**src/apc_pkg.sv**
```systemverilog
// Constants for the auxiliary port with chip-select decoding
package apc_pkg;
    // ----------------------------------------
    // Register offsets on the special function register bus
    // ----------------------------------------
    localparam logic [7:0] APC_OFS_DATA     = 8'hE8;
    localparam logic [7:0] APC_OFS_CTRL_A   = 8'h9A;
    localparam logic [7:0] APC_OFS_CTRL_B   = 8'h9B;
    localparam logic [7:0] APC_OFS_POLARITY = 8'hAE;
    localparam logic [7:0] APC_OFS_BASE0    = 8'hC4;
    // ----------------------------------------
    // Field layout
    // ----------------------------------------
    localparam int         APC_PIN_FIELD_W  = 4;
    localparam int         APC_MASK_LSB     = 0;
    localparam int         APC_MODE_LSB     = 2;
    localparam int         APC_PINS_PER_REG = 2;
    localparam int         APC_INV_LSB      = 4;
    localparam int         APC_NUM_PINS     = 4;
    // ----------------------------------------
    // Reset values
    // ----------------------------------------
    localparam logic [7:0] APC_CTRL_RST     = 8'h00;
    localparam logic [7:0] APC_BASE_RST     = 8'h00;
    localparam logic [3:0] APC_LATCH_RST    = 4'hF;
    localparam logic [7:0] APC_RDATA_RST    = 8'h00;
    // ----------------------------------------
    // Pin modes
    // ----------------------------------------
    typedef enum logic [1:0] {
        APC_MODE_GPIO,
        APC_MODE_RD,
        APC_MODE_WR,
        APC_MODE_RW
    } apc_mode_t;
endpackage

```
**src/apc_strobe_dec.sv**
```systemverilog
// Per-pin address comparator and strobe former
`timescale 1ns/1ps
module apc_strobe_dec
    import apc_pkg::*;
(
    // Configuration
    input  wire logic [1:0]  mode,
    input  wire logic [1:0]  mask,
    input  wire logic [15:0] base,
    input  wire logic        inv,
    // External access
    input  wire logic [15:0] xaddr,
    input  wire logic        xrd_n,
    input  wire logic        xwr_n,
    // Result
    output logic             hit,
    output logic             active,
    output logic             strobe
);
    logic [15:0] care;

    // ----------------------------------------
    // Address compare with low lines masked
    // ----------------------------------------
    assign care = 16'hFFFF << mask;
    assign hit  = ((xaddr ^ base) & care) == 16'h0000;

    // ----------------------------------------
    // Strobe select, combinational
    // ----------------------------------------
    always_comb begin
        case (apc_mode_t'(mode))
            APC_MODE_RD: active = hit & ~xrd_n;
            APC_MODE_WR: active = hit & ~xwr_n;
            APC_MODE_RW: active = hit & (~xrd_n | ~xwr_n);
            default:     active = 1'b0;
        endcase
    end

    assign strobe = inv ? active : ~active;
endmodule

```
**src/apc_aux_port.sv**
```systemverilog
// Auxiliary four-pin port with per-pin chip-select decoding
// ----------------------------------------
// ----------------------------------------
`timescale 1ns/1ps
module apc_aux_port
    import apc_pkg::*;
#(
    parameter int NUM_PINS = APC_NUM_PINS
) (
    // Clock and reset
    input  wire logic                core_clk,
    input  wire logic                rst_n,
    // Special function register bus
    input  wire logic [7:0]          sfr_addr,
    input  wire logic                sfr_wr,
    input  wire logic                sfr_rd,
    input  wire logic [7:0]          sfr_wdata,
    output logic      [7:0]          sfr_rdata,
    // External data access
    input  wire logic [15:0]         xaddr,
    input  wire logic                xrd_n,
    input  wire logic                xwr_n,
    // Port pins
    input  wire logic [NUM_PINS-1:0] aux_port_in,
    output logic      [NUM_PINS-1:0] aux_port_out,
    output logic      [NUM_PINS-1:0] aux_port_oe,
    // Interrupt inputs toward the core, active low
    output logic                     ext_irq_two_n,
    output logic                     ext_irq_three_n
);
    // ----------------------------------------
    // Parameter check
    // ----------------------------------------
    if (NUM_PINS != APC_NUM_PINS) begin : g_bad_pins
        $error("apc_aux_port supports exactly four pins");
    end

    // ----------------------------------------
    // Registers
    // ----------------------------------------
    logic [7:0]          pin_mode_ctrl_a_r;
    logic [7:0]          pin_mode_ctrl_b_r;
    logic [7:0]          strobe_polarity_ctrl_r;
    logic [7:0]          base_hi_r [NUM_PINS];
    logic [7:0]          base_lo_r [NUM_PINS];
    logic [NUM_PINS-1:0] latch_r;
    logic [7:0]          rdata_nxt;
    logic [1:0]          pin_mode [NUM_PINS];
    logic [1:0]          pin_mask [NUM_PINS];
    logic [NUM_PINS-1:0] pin_inv;
    logic [NUM_PINS-1:0] pin_gpio;
    logic [NUM_PINS-1:0] pin_hit;
    logic [NUM_PINS-1:0] pin_active;
    logic [NUM_PINS-1:0] pin_strobe;

    function automatic logic [7:0] field_of(input logic [7:0] a, input logic [7:0] b, input int p);
        logic [7:0] r;
        r = (p < APC_PINS_PER_REG) ? a : b;
        field_of = r >> ((p % APC_PINS_PER_REG) * APC_PIN_FIELD_W);
    endfunction

    // ----------------------------------------
    // Control register writes
    // ----------------------------------------
    always_ff @(posedge core_clk or negedge rst_n) begin
        if (!rst_n) begin
            pin_mode_ctrl_a_r      <= APC_CTRL_RST;
            pin_mode_ctrl_b_r      <= APC_CTRL_RST;
            strobe_polarity_ctrl_r <= APC_CTRL_RST;
        end else if (sfr_wr) begin
            if (sfr_addr == APC_OFS_CTRL_A) begin
                pin_mode_ctrl_a_r <= sfr_wdata;
            end else if (sfr_addr == APC_OFS_CTRL_B) begin
                pin_mode_ctrl_b_r <= sfr_wdata;
            end else if (sfr_addr == APC_OFS_POLARITY) begin
                strobe_polarity_ctrl_r <= sfr_wdata;
            end
        end
    end

    // ----------------------------------------
    // Per-pin logic
    // ----------------------------------------
    for (genvar p = 0; p < NUM_PINS; p++) begin : g_pin
        logic [7:0] fld;
        assign fld         = field_of(pin_mode_ctrl_a_r, pin_mode_ctrl_b_r, p);
        assign pin_mode[p] = fld[APC_MODE_LSB +: 2];
        assign pin_mask[p] = fld[APC_MASK_LSB +: 2];
        assign pin_inv[p]  = strobe_polarity_ctrl_r[APC_INV_LSB + p];
        assign pin_gpio[p] = pin_mode[p] == 2'(APC_MODE_GPIO);

        // Base address bytes
        always_ff @(posedge core_clk or negedge rst_n) begin
            if (!rst_n) begin
                base_hi_r[p] <= APC_BASE_RST;
                base_lo_r[p] <= APC_BASE_RST;
            end else if (sfr_wr && sfr_addr == APC_OFS_BASE0 + 8'(2 * p)) begin
                base_hi_r[p] <= sfr_wdata;
            end else if (sfr_wr && sfr_addr == APC_OFS_BASE0 + 8'(2 * p + 1)) begin
                base_lo_r[p] <= sfr_wdata;
            end
        end

        // Data latch, written only while the pin is plain I/O
        always_ff @(posedge core_clk or negedge rst_n) begin
            if (!rst_n) begin
                latch_r[p] <= APC_LATCH_RST[p];
            end else if (sfr_wr && sfr_addr == APC_OFS_DATA && pin_gpio[p]) begin
                latch_r[p] <= sfr_wdata[p];
            end
        end

        apc_strobe_dec u_dec (
            .mode   (pin_mode[p]),
            .mask   (pin_mask[p]),
            .base   ({base_hi_r[p], base_lo_r[p]}),
            .inv    (pin_inv[p]),
            .xaddr  (xaddr),
            .xrd_n  (xrd_n),
            .xwr_n  (xwr_n),
            .hit    (pin_hit[p]),
            .active (pin_active[p]),
            .strobe (pin_strobe[p])
        );

        // Quasi-bidirectional I/O pulls low only; strobes drive both ways
        assign aux_port_out[p] = pin_gpio[p] ? 1'b0 : pin_strobe[p];
        assign aux_port_oe[p]  = pin_gpio[p] ? ~latch_r[p] : 1'b1;

        gpio_drive_a: assert property (@(posedge core_clk) disable iff (!rst_n)
            pin_gpio[p] |-> (aux_port_oe[p] == ~latch_r[p]) && !aux_port_out[p])
            else $error("plain I/O pin drive wrong");
        rd_strobe_a: assert property (@(posedge core_clk) disable iff (!rst_n)
            pin_mode[p] == 2'(APC_MODE_RD) |-> aux_port_out[p] == (pin_inv[p] ~^ (pin_hit[p] && !xrd_n)))
            else $error("read strobe wrong");
        wr_strobe_a: assert property (@(posedge core_clk) disable iff (!rst_n)
            pin_mode[p] == 2'(APC_MODE_WR) |-> pin_active[p] == (pin_hit[p] && !xwr_n))
            else $error("write strobe wrong");
        rw_strobe_a: assert property (@(posedge core_clk) disable iff (!rst_n)
            pin_mode[p] == 2'(APC_MODE_RW) && pin_hit[p] && (!xrd_n || !xwr_n) |-> pin_active[p])
            else $error("read-write strobe missing");
        base_match_a: assert property (@(posedge core_clk) disable iff (!rst_n)
            pin_hit[p] |-> xaddr[15:8] == base_hi_r[p])
            else $error("hit outside high base byte");
        mask_block_a: assert property (@(posedge core_clk) disable iff (!rst_n)
            pin_mask[p] == 2'd2 && xaddr[15:2] == {base_hi_r[p], base_lo_r[p][7:2]} |-> pin_hit[p])
            else $error("masked block not matched");
        strobe_idle_a: assert property (@(posedge core_clk) disable iff (!rst_n)
            !pin_gpio[p] && xrd_n && xwr_n |-> aux_port_oe[p] && aux_port_out[p] == !pin_inv[p])
            else $error("idle strobe polarity wrong");
        latch_keep_a: assert property (@(posedge core_clk) disable iff (!rst_n)
            sfr_wr && sfr_addr == APC_OFS_DATA && !pin_gpio[p] |=> $stable(latch_r[p]))
            else $error("strobe pin latch changed");
    end

    // ----------------------------------------
    // Interrupt inputs from pins 3 and 2 in mode 0
    // ----------------------------------------
    assign ext_irq_two_n   = pin_gpio[3] ? aux_port_in[3] : 1'b1;
    assign ext_irq_three_n = pin_gpio[2] ? aux_port_in[2] : 1'b1;

    // ----------------------------------------
    // Register read
    // ----------------------------------------
    always_comb begin
        rdata_nxt = APC_RDATA_RST;
        if (sfr_addr == APC_OFS_DATA) begin
            rdata_nxt = {4'h0, aux_port_in};
        end else if (sfr_addr == APC_OFS_CTRL_A) begin
            rdata_nxt = pin_mode_ctrl_a_r;
        end else if (sfr_addr == APC_OFS_CTRL_B) begin
            rdata_nxt = pin_mode_ctrl_b_r;
        end else if (sfr_addr == APC_OFS_POLARITY) begin
            rdata_nxt = strobe_polarity_ctrl_r;
        end else begin
            for (int i = 0; i < NUM_PINS; i++) begin
                if (sfr_addr == APC_OFS_BASE0 + 8'(2 * i)) begin
                    rdata_nxt = base_hi_r[i];
                end else if (sfr_addr == APC_OFS_BASE0 + 8'(2 * i + 1)) begin
                    rdata_nxt = base_lo_r[i];
                end
            end
        end
    end

    always_ff @(posedge core_clk or negedge rst_n) begin
        if (!rst_n) begin
            sfr_rdata <= APC_RDATA_RST;
        end else if (sfr_rd) begin
            sfr_rdata <= rdata_nxt;
        end
    end

    // ----------------------------------------
    // Checks on registers and interrupts
    // ----------------------------------------
    ctrl_write_a: assert property (@(posedge core_clk) disable iff (!rst_n)
        sfr_wr && sfr_addr == APC_OFS_CTRL_A |=> pin_mode_ctrl_a_r == $past(sfr_wdata))
        else $error("control write lost");
    data_read_a: assert property (@(posedge core_clk) disable iff (!rst_n)
        sfr_rd && sfr_addr == APC_OFS_DATA |=> sfr_rdata[7:4] == 4'h0 && sfr_rdata[3:0] == $past(aux_port_in))
        else $error("data read wrong");
    irq_feed_a: assert property (@(posedge core_clk) disable iff (!rst_n)
        pin_gpio[3] |-> ext_irq_two_n == aux_port_in[3])
        else $error("interrupt two not fed");
    irq_three_a: assert property (@(posedge core_clk) disable iff (!rst_n)
        pin_gpio[2] |-> ext_irq_three_n == aux_port_in[2])
        else $error("interrupt three not fed");
endmodule

```
**config.mk**
```make
export PLATFORM = sky130hd
export DESIGN_NAME = apc_aux_port
export DESIGN_NICKNAME = d
export VERILOG_FILES = /design/src/apc_pkg.sv /design/src/apc_strobe_dec.sv /design/src/apc_aux_port.sv
export SDC_FILE = /design/constraint.sdc
export NUM_CORES = 1
export LEC_CHECK = 0
export BUFFER_PORTS_ARGS = -buffer_cell sky130_fd_sc_hd__buf_2
export CORE_MARGIN = 2
export CORE_UTILIZATION = 40
export DETAILED_ROUTE_END_ITERATION = 8
export GPL_TIMING_DRIVEN = 0
export SETUP_SLACK_MARGIN = 0.1
export SYNTH_ARGS = -nofsm -noshare
export SYNTH_HDL_FRONTEND = slang
export SYNTH_SLANG_ARGS = --single-unit
```
**constraint.sdc**
```tcl
create_clock -name core_clk -period 2.1 [get_ports core_clk]
set_input_delay 0.105 -clock core_clk [delete_from_list [all_inputs] [get_ports core_clk]]
set_output_delay 0.105 -clock core_clk [all_outputs]
set_load 0.01 [all_outputs]
```
# == After elaboration in Yosys (flattened, before gate mapping) ==
# Index checks and enable logic that the tools add are counted.
# totals
reg_bits,100
input_bits,42
elab_cells,139
# op_classes
eq_ne,24
shifts,4
mux,30
bitwise_logic,37
reduce_logical,28
# ops
op,n
8-bit == test (second input constant),12
8-bit two-way mux,12
16-bit bitwise AND,4
16-bit logical NOT,4
16-bit by 2-bit << shifter with 16-bit output (first input constant),4
16-bit XOR,4
2-bit == test (second input constant),8
1-bit inverter,16
1-bit two-way mux,14
1-bit logical AND,13
1-bit bitwise AND,12
1-bit case mux with 3 select lines,4
2-bit AND reduction,5
2-bit by 1-bit == test with 1-bit output (second input constant),4
2-bit logical NOT,4
4-bit AND reduction,1
3-bit AND reduction,1
1-bit OR,1

# == Depth between registers and ports, before layout ==
# Gate-level depths: netlist of run 1.
# logic_depth
word_depth,13
ltp_mapped,8

# == By module ==
# From an unflattened synthesis of run 1, not the netlist that was laid out.
# hier_totals
hier_cells,464
hier_area_um2,5763.0
# modules_own_cells
mod,n_inst,cells_each,area_per_inst_um2,seq_area_each_um2
apc_aux_port,1,344,4762.1,2507.4
apc_strobe_dec,4,30,250.2,0.0

# == Worst setup path before layout of run 1 ==
# No wires, ideal clock.
# synth_timing
path_type,register to register
start,register base_lo_r[19] (netlist name)
end,register sfr_rdata[3]
arrival_ns,1.548
required_time_ns,1.958
setup_slack_ns,0.410
path_stages_with_launch,6
cell_sequence,dfrtp_1 > mux4_2 > a311o_1 > a21oi_1 > o32a_1 > o221ai_1
# synth_via
elab_chain_len,10
# synth_lines
item,line,source
start: declaration,apc_aux_port.sv:45,logic [7:0] base_lo_r [NUM_PINS];
start signal: indexed assignment,apc_aux_port.sv:100,base_lo_r[p] <= sfr_wdata;
8-bit two-way mux,apc_aux_port.sv:179,end else if (sfr_addr == APC_OFS_BASE0 + 8'(2 * i + 1)) begin
8-bit two-way mux,apc_aux_port.sv:177,if (sfr_addr == APC_OFS_BASE0 + 8'(2 * i)) begin
8-bit two-way mux,apc_aux_port.sv:179,
8-bit two-way mux,apc_aux_port.sv:177,
8-bit two-way mux,apc_aux_port.sv:179,
8-bit two-way mux,apc_aux_port.sv:177,
8-bit two-way mux,apc_aux_port.sv:173,end else if (sfr_addr == APC_OFS_POLARITY) begin
8-bit two-way mux,apc_aux_port.sv:171,end else if (sfr_addr == APC_OFS_CTRL_B) begin
8-bit two-way mux,apc_aux_port.sv:169,end else if (sfr_addr == APC_OFS_CTRL_A) begin
8-bit two-way mux,apc_aux_port.sv:167,if (sfr_addr == APC_OFS_DATA) begin
end signal: assignment,apc_aux_port.sv:190,sfr_rdata <= rdata_nxt;
end: declaration,apc_aux_port.sv:18,"output logic [7:0] sfr_rdata,"
# Every way passes these cells.
# A chain may end at the register's enable or synchronous reset.

# == Worst setup path after layout of run 1 ==
# layout_timing
start,register base_hi_r[11] (netlist name)
end,output aux_port_out[2]
# layout_via
elab_chain_len,8
# layout_lines
item,line,source
start: declaration,apc_aux_port.sv:44,logic [7:0] base_hi_r [NUM_PINS];
start signal: indexed assignment,apc_aux_port.sv:98,base_hi_r[p] <= sfr_wdata;
16-bit XOR (*),apc_strobe_dec.sv:26,assign hit = ((xaddr ^ base) & care) == 16'h0000;
16-bit bitwise AND (*),apc_strobe_dec.sv:26,
16-bit logical NOT (*),apc_strobe_dec.sv:26,
"1-bit bitwise AND, on equally long branches","apc_strobe_dec.sv:35, apc_strobe_dec.sv:33, apc_strobe_dec.sv:34",
1-bit case mux with 3 select lines (*),apc_strobe_dec.sv:32,case (apc_mode_t'(mode))
1-bit inverter,apc_strobe_dec.sv:40,assign strobe = inv ? active : ~active;
1-bit two-way mux (*),apc_strobe_dec.sv:40,
1-bit two-way mux (*),apc_aux_port.sv:127,assign aux_port_out[p] = pin_gpio[p] ? 1'b0 : pin_strobe[p];
end: declaration,apc_aux_port.sv:25,"output logic [NUM_PINS-1:0] aux_port_out,"
# Every way passes the cells marked *; elsewhere a longest branch is shown, timed or not.

==> summary.txt, run 1 <==
Placement
  – Final HPWL DP: 14200 µm
  – Final Wtd Congestion: 0.958
  – Port buffer count: 50

Clock tree
  – Clock Tree Root: clkbuf_16
  – Clk slew on worst S/H paths: 0.07 ns
  – H-tree depth: 3
  – Clock buffer count from CTS: 9
  – Buffer levels on the longest clock path: 2
  – Clk_lat worst skew: ~0.36 ns
  – CTS tree: built
  – Clock sink total: 100

Floorplan
  – Starting Density: 0.407
  – Full die area: around 16000 µm²
  – Overall die width: ~130 µm
  – Num ports: 60
  – Site Rows: 44
  – Core Region: ~14000 µm²
  – Chip Height: 125 µm

Critical path
  – Crit-path max FO: 3
  – FF-to-FF setup slack: 0.16 ns
  – Startpoint Class: flip-flop
  – Max stage delay cell, worst path: nor4_2
  – Crit path capture type: output pin
  – WS Path Type: reg -> out
  – Worst path max stage delay: 0.42 ns
  – CP required: 2.00 ns
  – WP data arrival: 2.14 ns
  – Cells along the critical path: xor2_1 -> nor4_2 -> o2111ai_1 -> o21ai_1 -> nor3b_2 -> buf_2

Detailed routing
  – DR pass1 iterations: 6
  – Routed length per placed instance: 23.1 µm
  – DRT antenna net count: 0
  – DRC: 0
  – DRT Wirelength: 18500 µm
  – Via Count: 4753
  – DR vias/cell: between 5 and 6
  – 1st-iter DRT viols: 387

Logic synthesis
  – Main synth FF type: dfrtp_1
  – Synth Area in Compound Gates: 0.120
  – Syn Inst Count: 541
  – Simple-gate share of the synthesized area: 0.123
  – Leading area contributor after synthesis: dfrtp_1
  – Synthesized flop and latch total: 100
  – Post-Syn Nets: 583
  – Post-synth EDFFs: 0
  – Asr flop ratio synth: 1.00
  – Synth top area share: 0.407
  – Mux share of post-synthesis cell area: 0.202
  – Main combinational cell family by area after synthesis: multiplexers
  – Syn_area_per_cell: 10.9 µm²
  – Netlist Area Pre-Place: 5900 µm²
  – Seq/Total Area, Yosys: 0.425
  – Distinct cell type count after synthesis: 61
  – Largest cells by area after synthesis: dfrtp_1 (41%), mux2_2 (17%), xnor2_1 (5.9%)
  – XOR/XNOR Fraction of Synth Area: 0.0950
  – Yosys warning total: 0
  – Area share of fa/ha/maj cells after synthesis: 0

GRT
  – Vias in the first global route: 4675
  – Gr usage total: 0.243
  – Largest net degree at the start of global routing: 60
  – Initial antenna violation count: 0
  – Grt ovf: 0
  – First-pass GRT wire length: ~29000 µm

Timing
  – Final setup violating endpoints: 4
  – Skew final: approximately 0.0057 ns
  – Slew @ Worst Pin: approximately 0.69 ns
  – RSZ-0062 raised after global routing: yes
  – Final setup margin: -0.146 ns
  – Smallest hold slack: 0.00697 ns
  – Final worst-path cycle share: 1.07
  – Max-slew headroom: 0.530
  – F_max: 445 MHz
  – Fin crit period: 2.25 ns
  – Pins over their slew limit: 0
  – Final Hold Viols: 0

Pwr
  – Pleak: 3.03 nW
  – Power per cell area: 656 nW/µm²
  – Worst ir drop on vdd: 492 µV

Cells and area
  – Share of cells above drive strength 1: 0.352
  – Fillers: 1340
  – Layout Nets: 654
  – Area of the multi-input gates: 3350 µm²
  – # diodes: 0
  – Layout area overhead: 18.0%
  – Fin util: 0.481
  – Register area: 2510 µm²

Run status
  – Failing checks: negative setup slack
  – Status: complete, but fails checks

Worst hold path
  – Hold crit path type: in -> reg

Flow run
  – Maxcap violations: 0
[worst max-delay path, delay by kind of cell (launching register included)]
| family | cells | cell delay, ns |
|---|---|---|
| AND/OR/NAND/NOR | 2 | 0.59 |
| AO/OA/AOI/OAI | 2 | 0.47 |
| flip-flops | 1 | 0.40 |
| XOR/XNOR | 1 | 0.17 |
| buffers and inverters | 1 | 0.15 |
[cell usage after synthesis (all sizes together) (11+ instances only)]
cell	number
o21ai	20
buf	13
nand3	20
nor2	33
inv	11
nand2	17
xor2	24
clkbuf	22
dfrtp	96
a21oi	17
mux2	89
xnor2	40
[final timing paths]
| path | startpoint | to | cells past startpoint |
|---|---|---|---|
| min reg2reg | strobe_polarity_ctrl_r[1]$_DFFE_PN0P_ | strobe_polarity_ctrl_r[1]$_DFFE_PN0P_ | 1 |
| max in group asynchronous | rst_n | base_hi_r[19]$_DFFE_PN0P_ | 3 |
| min | sfr_wdata[2] | base_hi_r[18]$_DFFE_PN0P_ | 2 |
| max reg2reg | base_lo_r[23]$_DFFE_PN0P_ | sfr_rdata[7]$_DFFE_PN0P_ | 5 |
| max | base_hi_r[11]$_DFFE_PN0P_ | aux_port_out[2] | 6 |
| min in group asynchronous | rst_n | g_pin[2].fld[2]$_DFFE_PN0P_ | 2 |
[layout make-up]
cell class                 count  area share
clock inverter                 3     0.00935
sequential                   100       0.360
tap                          184      0.0331
inverter                      11     0.00593
clock buffer                  13      0.0345
timing repair buffer          60      0.0521
buffer                        35      0.0232
multi-input combinational    395       0.482
[cells by family after synthesis]
logic type	after synthesis
AND/OR/NAND/NOR	131
multiplexers	98
buffers and inverters	46
flip-flops	100
XOR/XNOR	64
AO/OA/AOI/OAI	102
[registers in the layout, summed over array words and instances, names as in the netlist]
register and count:
base_hi_r 32, base_lo_r 32, g_pin.fld 16, sfr_rdata 8, strobe_polarity_ctrl_r 8, latch_r 4
[cell usage in the layout (no fill, tap or decap), types with 9 or more instances in the layout]
cell type / n
dfrtp_1: 96
buf_2: 58
nand2_1: 17
xnor2_1: 35
o21ai_0: 16
clkbuf_1: 26
xor2_1: 23
clkbuf_16: 9
a21oi_1: 16
inv_1: 11
nor2_1: 25
nand3_1: 20
mux2_2: 89
[through the flow]
step | TNS [ns] | setup slack (ns) | area, µm² | std cells | power, mW
2_1_floorplan | 0 | 0.410 | 5900 | 541 | 2.49
3_3_place_gp | -13.34 | -0.187 | 6380 | 775 | 2.75
3_5_place_dp | -3.28 | -0.184 | 6410 | 776 | 2.77
4_1_cts | -0.297 | -0.139 | 6910 | 801 | 4.59
5_1_grt | -0.615 | -0.188 | 6960 | 801 | 4.74
6_report | -0.351 | -0.146 | 6960 | 801 | 4.56
[power breakdown]
part / internal (mW) / leakage [nW] / switching, mW
combinational: 0.289 / 1.54 / 0.390
clock: 1.04 / 0.148 / 0.725
sequential: 2.02 / 1.34 / 0.0951
[repair_timing]
| action | CTS | global route |
|---|---|---|
| cloned | 0 | 0 |
| setup buffers | 3 | 0 |
| hold buffers | 6 | 0 |
| resized for setup | 22 | 8 |
| pin swaps | 13 | 3 |
| hold endpoints to repair | 42 | 0 |
| endpoints found under the setup margin | 4 | 6 |
[routing by layer]
metal / share of wire / vias to the layer above / global-route usage / wire length (µm)
met1: 0.45 / 2398 / 0.346 / 8320
met4: 0.017 / 0 / 0.0673 / 311
met5: 0 / - / 0 / 0
met3: 0.070 / 23 / 0.0496 / 1310
met2: 0.46 / 209 / 0.377 / 8600
li1: - / 2123 / - / -
(Power assumes the default switching activity.)
==> run 2: changes to the inputs <==
--- a/config.mk
+++ b/config.mk
@@ -6,7 +6,6 @@
 export NUM_CORES = 1
 export LEC_CHECK = 0
 export BUFFER_PORTS_ARGS = -buffer_cell sky130_fd_sc_hd__buf_2
-export CORE_MARGIN = 2
 export CORE_UTILIZATION = 40
 export DETAILED_ROUTE_END_ITERATION = 8
 export GPL_TIMING_DRIVEN = 0
==> summary.txt, run 2 (synthesis results as in run 1) <==
Run status
  – Status: complete, but fails checks
  – Failing checks: negative setup slack

Critical path
  – Reg2reg end: sfr_rdata[7]$_DFFE_PN0P_
  – Crit path capture type: output pin
  – WS Path Type: reg -> out
  – Worst R2R Path Depth: 5 (unchanged)
  – Crit-path max FO: 3 (unchanged)
  – WP data arrival: 2.09 ns (-0.05 ns)
  – CP required: 2.00 ns (about the same)
  – FF-to-FF setup slack: 0.12 ns (-0.04 ns)
  – Startpoint Class: flip-flop
  – Worst R2R Start: base_lo_r[23]$_DFFE_PN0P_

Pwr
  – Sequential share of power: 0.483 (+0.019)
  – Pleak: 3.05 nW (+0.89%)
  – Power Internal: 3.15 mW (-6.2%)
  – Power, Total: 4.39 mW (-3.9%)
  – Power per cell area: 627 nW/µm² (-4.3%)
  – Worst ir drop on vdd: 482 µV (-2.0%)
  – Switching Share: 0.283 (+0.0180)
  – Sw power: 1.24 mW (+2.7%)
  – Clock share of power: 0.359 (-0.029)
  – Logic pwr share: 0.158 (+0.009)

Timing
  – Final setup violating endpoints: 3 (-1)
  – Final worst-path cycle share: 1.04 (-0.0255)
  – Max-slew headroom: 0.389 (-0.141)
  – Fin crit period: 2.19 ns (-0.0536 ns)
  – Skew final: 0.0102 ns (+0.00451 ns)
  – Pins over their slew limit: 0 (unchanged)
  – F_max: 456 MHz (+2.4%)
  – Final setup margin: -0.0921 ns (+0.0536 ns)
  – Final Hold Viols: 0 (unchanged)
  – RSZ-0062 raised after global routing: yes
  – Slew @ Worst Pin: 0.893 ns (+0.206 ns)

Detailed routing
  – Met2 routed WL: 8610 µm (about the same)
  – DR pass1 iterations: 5 (-1)
  – Met1 Routed Length: 8470 µm (+1.9%)
  – DRT antenna net count: 0 (unchanged)
  – Via Count: 4813 (+1.3%)
  – DR vias/cell: 5.99 (+1.0%)
  – DR top layer: met4
  – DR WL met3: 1170 µm (-10%)
  – DRT Wirelength: 18600 µm (+0.58%)
  – 1st-iter DRT viols: 369 (-4.7%)
  – Routed length per placed instance: 23.2 µm (+0.33%)
  – DRC: 0 (unchanged)

Worst hold path
  – Hold-critical path depth: 2 (unchanged)
  – Hold crit path type: in -> reg
  – Hold path start: sfr_wdata[0]
  – Hold Path End: base_hi_r[16]$_DFFE_PN0P_

GRT
  – Vias in the first global route: 4606 (-1.5%)
  – Grt ovf: 0 (unchanged)
  – Initial antenna violation count: 0 (unchanged)
  – Gr usage total: 0.260 (+0.0172)
  – First-pass GRT wire length: 28300 µm (-1.7%)
  – Largest net degree at the start of global routing: 64 (+6.7%)

Floorplan
  – Num ports: 60 (unchanged)
  – Core Region: 14500 µm² (unchanged)
  – Chip Height: 123 µm (-1.6%)
  – Site Rows: 44 (unchanged)
  – Starting Density: 0.407 (unchanged)
  – Overall die width: 123 µm (-1.6%)
  – Full die area: 15200 µm² (-3.2%)

Clock tree
  – Clock sink total: 100 (unchanged)
  – H-tree depth: 3 (unchanged)
  – Clk slew on worst S/H paths: 0.07 ns (about the same)
  – Clk_lat worst skew: 0.36 ns (about the same)
  – CTS tree: built
  – Buffer levels on the longest clock path: 2 (unchanged)
  – Clock Tree Root: clkbuf_16
  – Clock buffer count from CTS: 9 (unchanged)

Cells and area
  – Share of cells above drive strength 1: 0.367 (+0.0150)
  – Layout Nets: 657 (+0.46%)
  – # diodes: 0 (unchanged)
  – Design area: 6990 µm² (+0.49%)
  – Fin util: 0.483 (+0.00233)
  – Non-filler cells, final: 803 (+0.25%)
  – Commonest non-fill, non-tap cell in the layout: dfrtp_1
  – Commonest non-fill, non-tap cells in the layout: dfrtp_1 (96), mux2_2 (89), buf_2 (58), xnor2_1 (31), nor2_1 (26)
  – Fillers: 1365 (+1.9%)
  – Layout area overhead: 18.6%

Placement
  – Final HPWL DP: 14100 µm (-0.84%)
  – Pre-CTS setup slack: -0.129 ns (+0.0550 ns)
  – Cell area after placement: 6400 µm² (-0.12%)
  – Final Wtd Congestion: 0.904 (-5.6%)
  – Port buffer count: 50 (unchanged)
  – Cell Count Post-Placement: 776 (unchanged)

Flow run
  – Maxcap violations: 0 (unchanged)
[run 2: cell count changes in the layout (fill, tap and decap cells not counted), sizes merged]
| cell | before | now |
|---|---|---|
| clkinv | 1 | 3 |
| bufinv | 2 | 0 |
| clkbuf | 35 | 34 |
| clkinvlp | 0 | 1 |
| buf | 67 | 69 |
[run 2: power groups by stage]
stage	Combinational, mW	Sequential, mW	Clock (mW)
floorplan	0.370	2.12	0
global placement	0.612	2.14	0
detailed placement	0.623	2.15	0
CTS	0.672	2.11	1.60
global route	0.744	2.13	1.68
finish	0.692	2.12	1.58
[run 2: timing repair]
item,CTS,global route
pin swaps,16,6
endpoints found under the setup margin,5,5
gates resized for setup,26,11
endpoints found under the hold margin,66,0
hold buffers,6,0
setup buffers,5,1
[run 2: per-stage QoR]
step           TNS, ns  hold slack [ns]
3_5_place_dp     -2.65            0.254
3_3_place_gp    -16.28            0.351
5_1_grt         -0.497           0.0149
6_report        -0.176          0.00237
2_1_floorplan        0           -0.191
4_1_cts         -0.232         0.000151
[run 2: final cells by class]
| type | instances | area, µm² | share of cell area |
|---|---|---|---|
| flip-flops and latches | 100 | 2510 | 0.358 |
| clock buffers | 11 | 243 | 0.0347 |
| plain buffers | 35 | 163 | 0.0233 |
| multi-input cells | 395 | 3410 | 0.487 |
| inverters | 11 | 41.3 | 0.00590 |
| repair buffers | 63 | 378 | 0.0540 |
| clock inverters | 4 | 26.3 | 0.00376 |
| well taps | 184 | 230 | 0.0329 |
[run 2: critical path, cell delays in order, from the launching register on]
cell	delay, ns
dfrtp_1	0.41
xor2_1	0.18
nor4_2	0.40
o2111ai_1	0.23
nor3_1	0.29
nor3b_2	0.08
buf_2	0.14
[run 2: per-layer routing]
metal  vias to the layer above  GRT usage
li1                       2131          -
met1                      2445      0.361
met2                       200      0.410
met3                        37     0.0475
met4                         0     0.0813
met5                         -          0
[run 2: worst max-delay path by stage]
stage	cells past startpoint	from	slack, ns	to
global route	6	base_lo_r[14]$_DFFE_PN0P_	-0.16	aux_port_out[2]
global placement	6	sfr_addr[0]	-0.16	sfr_rdata[7]$_DFFE_PN0P_
finish	6	base_hi_r[28]$_DFFE_PN0P_	-0.09	aux_port_out[0]
CTS	6	base_lo_r[22]$_DFFE_PN0P_	-0.1	aux_port_out[1]
detailed placement	5	sfr_addr[0]	-0.13	base_lo_r[16]$_DFFE_PN0P_
floorplan	5	base_lo_r[19]$_DFFE_PN0P_	0.41	sfr_rdata[3]$_DFFE_PN0P_
==> run 3: changes to the inputs <==
--- a/config.mk
+++ b/config.mk
@@ -5,10 +5,11 @@
 export SDC_FILE = /design/constraint.sdc
 export NUM_CORES = 1
 export LEC_CHECK = 0
-export BUFFER_PORTS_ARGS = -buffer_cell sky130_fd_sc_hd__buf_2
-export CORE_UTILIZATION = 40
+export BUFFER_PORTS_ARGS = -buffer_cell sky130_fd_sc_hd__buf_4
+export CORE_UTILIZATION = 60
 export DETAILED_ROUTE_END_ITERATION = 8
 export GPL_TIMING_DRIVEN = 0
+export PLACE_DENSITY = 0.81
 export SETUP_SLACK_MARGIN = 0.1
 export SYNTH_ARGS = -nofsm -noshare
 export SYNTH_HDL_FRONTEND = slang
==> summary.txt, run 3 (synthesis results as in run 1) <==
Clock tree
  – CTS tree: built
  – Clk_lat worst skew: 0.39 ns (+0.03 ns)
  – Clock sink total: 100 (unchanged)
  – Buffer levels on the longest clock path: 2 (unchanged)
  – H-tree depth: 3 (unchanged)
  – Clk slew on worst S/H paths: 0.10 ns (+0.03 ns)
  – Clock buffer count from CTS: 9 (unchanged)
  – Clock Tree Root: clkbuf_8

Floorplan
  – Starting Density: 0.629 (+0.222)
  – Core Region: 9370 µm² (-35%)
  – Chip Height: 101 µm (-18%)
  – Full die area: 10200 µm² (-33%)
  – Overall die width: 101 µm (-18%)
  – Num ports: 60 (unchanged)
  – Site Rows: 35 (-20%)

Cells and area
  – Commonest non-fill, non-tap cell in the layout: dfrtp_1
  – Fillers: 668 (-51%)
  – Non-filler cells, final: 756 (-5.9%)
  – Share of cells above drive strength 1: 0.370 (+0.00330)
  – Register area: 2510 µm² (unchanged)
  – Commonest non-fill, non-tap cells in the layout: dfrtp_1 (96), mux2_2 (89), buf_4 (61), xnor2_1 (33), nor2_1 (26)
  – Layout area overhead: 18.9%
  – # diodes: 0 (unchanged)
  – Fin util: 0.748 (+0.265)
  – Area of the multi-input gates: 3370 µm² (-1.2%)
  – Layout Nets: 665 (+1.2%)

Detailed routing
  – DR vias/cell: 6.59 (+10%)
  – Via Count: 4984 (+3.6%)
  – DRC: 0 (unchanged)
  – Routed length per placed instance: 23.1 µm (-0.72%)
  – 1st-iter DRT viols: 542 (+47%)
  – DRT antenna net count: 0 (unchanged)
  – DRT Wirelength: 17400 µm (-6.5%)
  – DR pass1 iterations: 6 (+1)

Critical path
  – Startpoint Class: flip-flop
  – WP data arrival: 2.11 ns (+0.02 ns)
  – Crit-path max FO: 3 (unchanged)
  – CP required: 2.00 ns (about the same)
  – Crit path capture type: output pin
  – WS Path Type: reg -> out

Timing
  – Fin crit period: 2.21 ns (+0.0202 ns)
  – Total negative slack: -0.272 ns (-0.0956 ns)
  – RSZ-0062 raised after global routing: yes
  – Final worst-path cycle share: 1.05 (+0.00963)
  – Final setup margin: -0.112 ns (-0.0202 ns)
  – Final setup violating endpoints: 3 (unchanged)
  – Slew @ Worst Pin: 0.617 ns (-0.276 ns)
  – Final Hold Viols: 0 (unchanged)
  – Max-slew headroom: 0.578 (+0.189)
  – Skew final: 0.0115 ns (+0.00131 ns)
  – F_max: 452 MHz (-0.91%)
  – Pins over their slew limit: 0 (unchanged)

Pwr
  – Power, Total: 4.11 mW (-6.3%)
  – Power per cell area: 586 nW/µm² (-6.5%)
  – Worst ir drop on vdd: 388 µV (-20%)
  – Pleak: 3.07 nW (+0.72%)

Run status
  – Status: complete, but fails checks
  – Failing checks: negative setup slack

GRT
  – Largest net degree at the start of global routing: 101 (+58%)
  – Gr usage total: 0.360 (+0.100)
  – Vias in the first global route: 4821 (+4.7%)
  – Initial antenna violation count: 0 (unchanged)
  – Grt ovf: 0 (unchanged)
  – First-pass GRT wire length: 27000 µm (-4.4%)

Placement
  – Cell Count Post-Placement: 720 (-7.2%)
  – Final Wtd Congestion: 0.973 (+7.6%)
  – Final HPWL DP: 12600 µm (-11%)
  – Port buffer count: 50 (unchanged)

Worst hold path
  – Hold crit path type: in -> reg

Flow run
  – Maxcap violations: 0 (unchanged)
==> run 3: cell types whose count changed in the layout (fill, tap and decap cells not counted), moves of 3 or more <==
cell,delta
clkbuf_16,-9
inv_6,+3
buf_4,+53
clkbuf_8,+8
dlygate4sd3_1,+4
nor4_4,-3
buf_2,-49
nor4_2,+3
==> run 3: final cells by class <==
type                       count  share of cell area
multi-input combinational    395               0.480
sequential                   100               0.358
timing repair buffer          71              0.0825
buffer                        35              0.0230
tap                          129              0.0230
clock buffer                   9              0.0177
clock inverter                 6              0.0102
inverter                      11             0.00589
==> run 3: worst max-delay path: stages (launching register included) <==
cell     delay, ns
dfrtp_1       0.42
xnor2_1       0.20
a21oi_1       0.16
or3_4         0.45
o21ai_1       0.15
nor3b_2       0.20
buf_4         0.15
==> run 3: metrics by stage <==
step	setup slack, ns	instance area (µm²)	hold slack (ns)
after floorplan	0.410	5900	-0.191
after global placement	-0.0678	6430	0.347
after detailed placement	-0.102	6430	0.351
after CTS	-0.105	6910	0.0318
after global routing	-0.196	7010	0.0555
final	-0.112	7010	0.0227
==> run 3: final timing paths <==
| kind | startpoint | to | slack (ns) | depth (start not counted) |
|---|---|---|---|---|
| max reg2reg | base_lo_r[23]$_DFFE_PN0P_ | sfr_rdata[7]$_DFFE_PN0P_ | 0.17 | 5 |
| max | base_lo_r[26]$_DFFE_PN0P_ | aux_port_out[0] | -0.11 | 6 |
| min in group asynchronous | rst_n | g_pin[0].fld[2]$_DFFE_PN0P_ | 0.22 | 2 |
| min | sfr_rd | sfr_rdata[0]$_DFFE_PN0P_ | 0.02 | 3 |
| min reg2reg | strobe_polarity_ctrl_r[2]$_DFFE_PN0P_ | strobe_polarity_ctrl_r[2]$_DFFE_PN0P_ | 0.55 | 1 |
| max in group asynchronous | rst_n | latch_r[3]$_DFFE_PN1P_ | 1.16 | 3 |
==> run 3: where the power goes <==
group / switching [mW] / internal (mW) / leakage (nW)
Sequential: 0.0971 / 2.02 / 1.34
Clock: 0.719 / 0.557 / 0.0927
Combinational: 0.389 / 0.329 / 1.64
==> run 3: per-layer routing <==
layer,track usage,up-vias,routed length [µm]
met2,0.578,335,8120
met3,0.0704,64,1750
li1,-,2143,-
met4,0.139,0,688
met1,0.487,2442,6860
met5,0,-,0
==> run 3: timing repair <==
action	CTS	global route
pin swaps	22	14
hold buffers	9	1
endpoints found under the setup margin	4	6
hold endpoints to repair	13	34
gates resized for setup	22	11
setup buffers	9	1
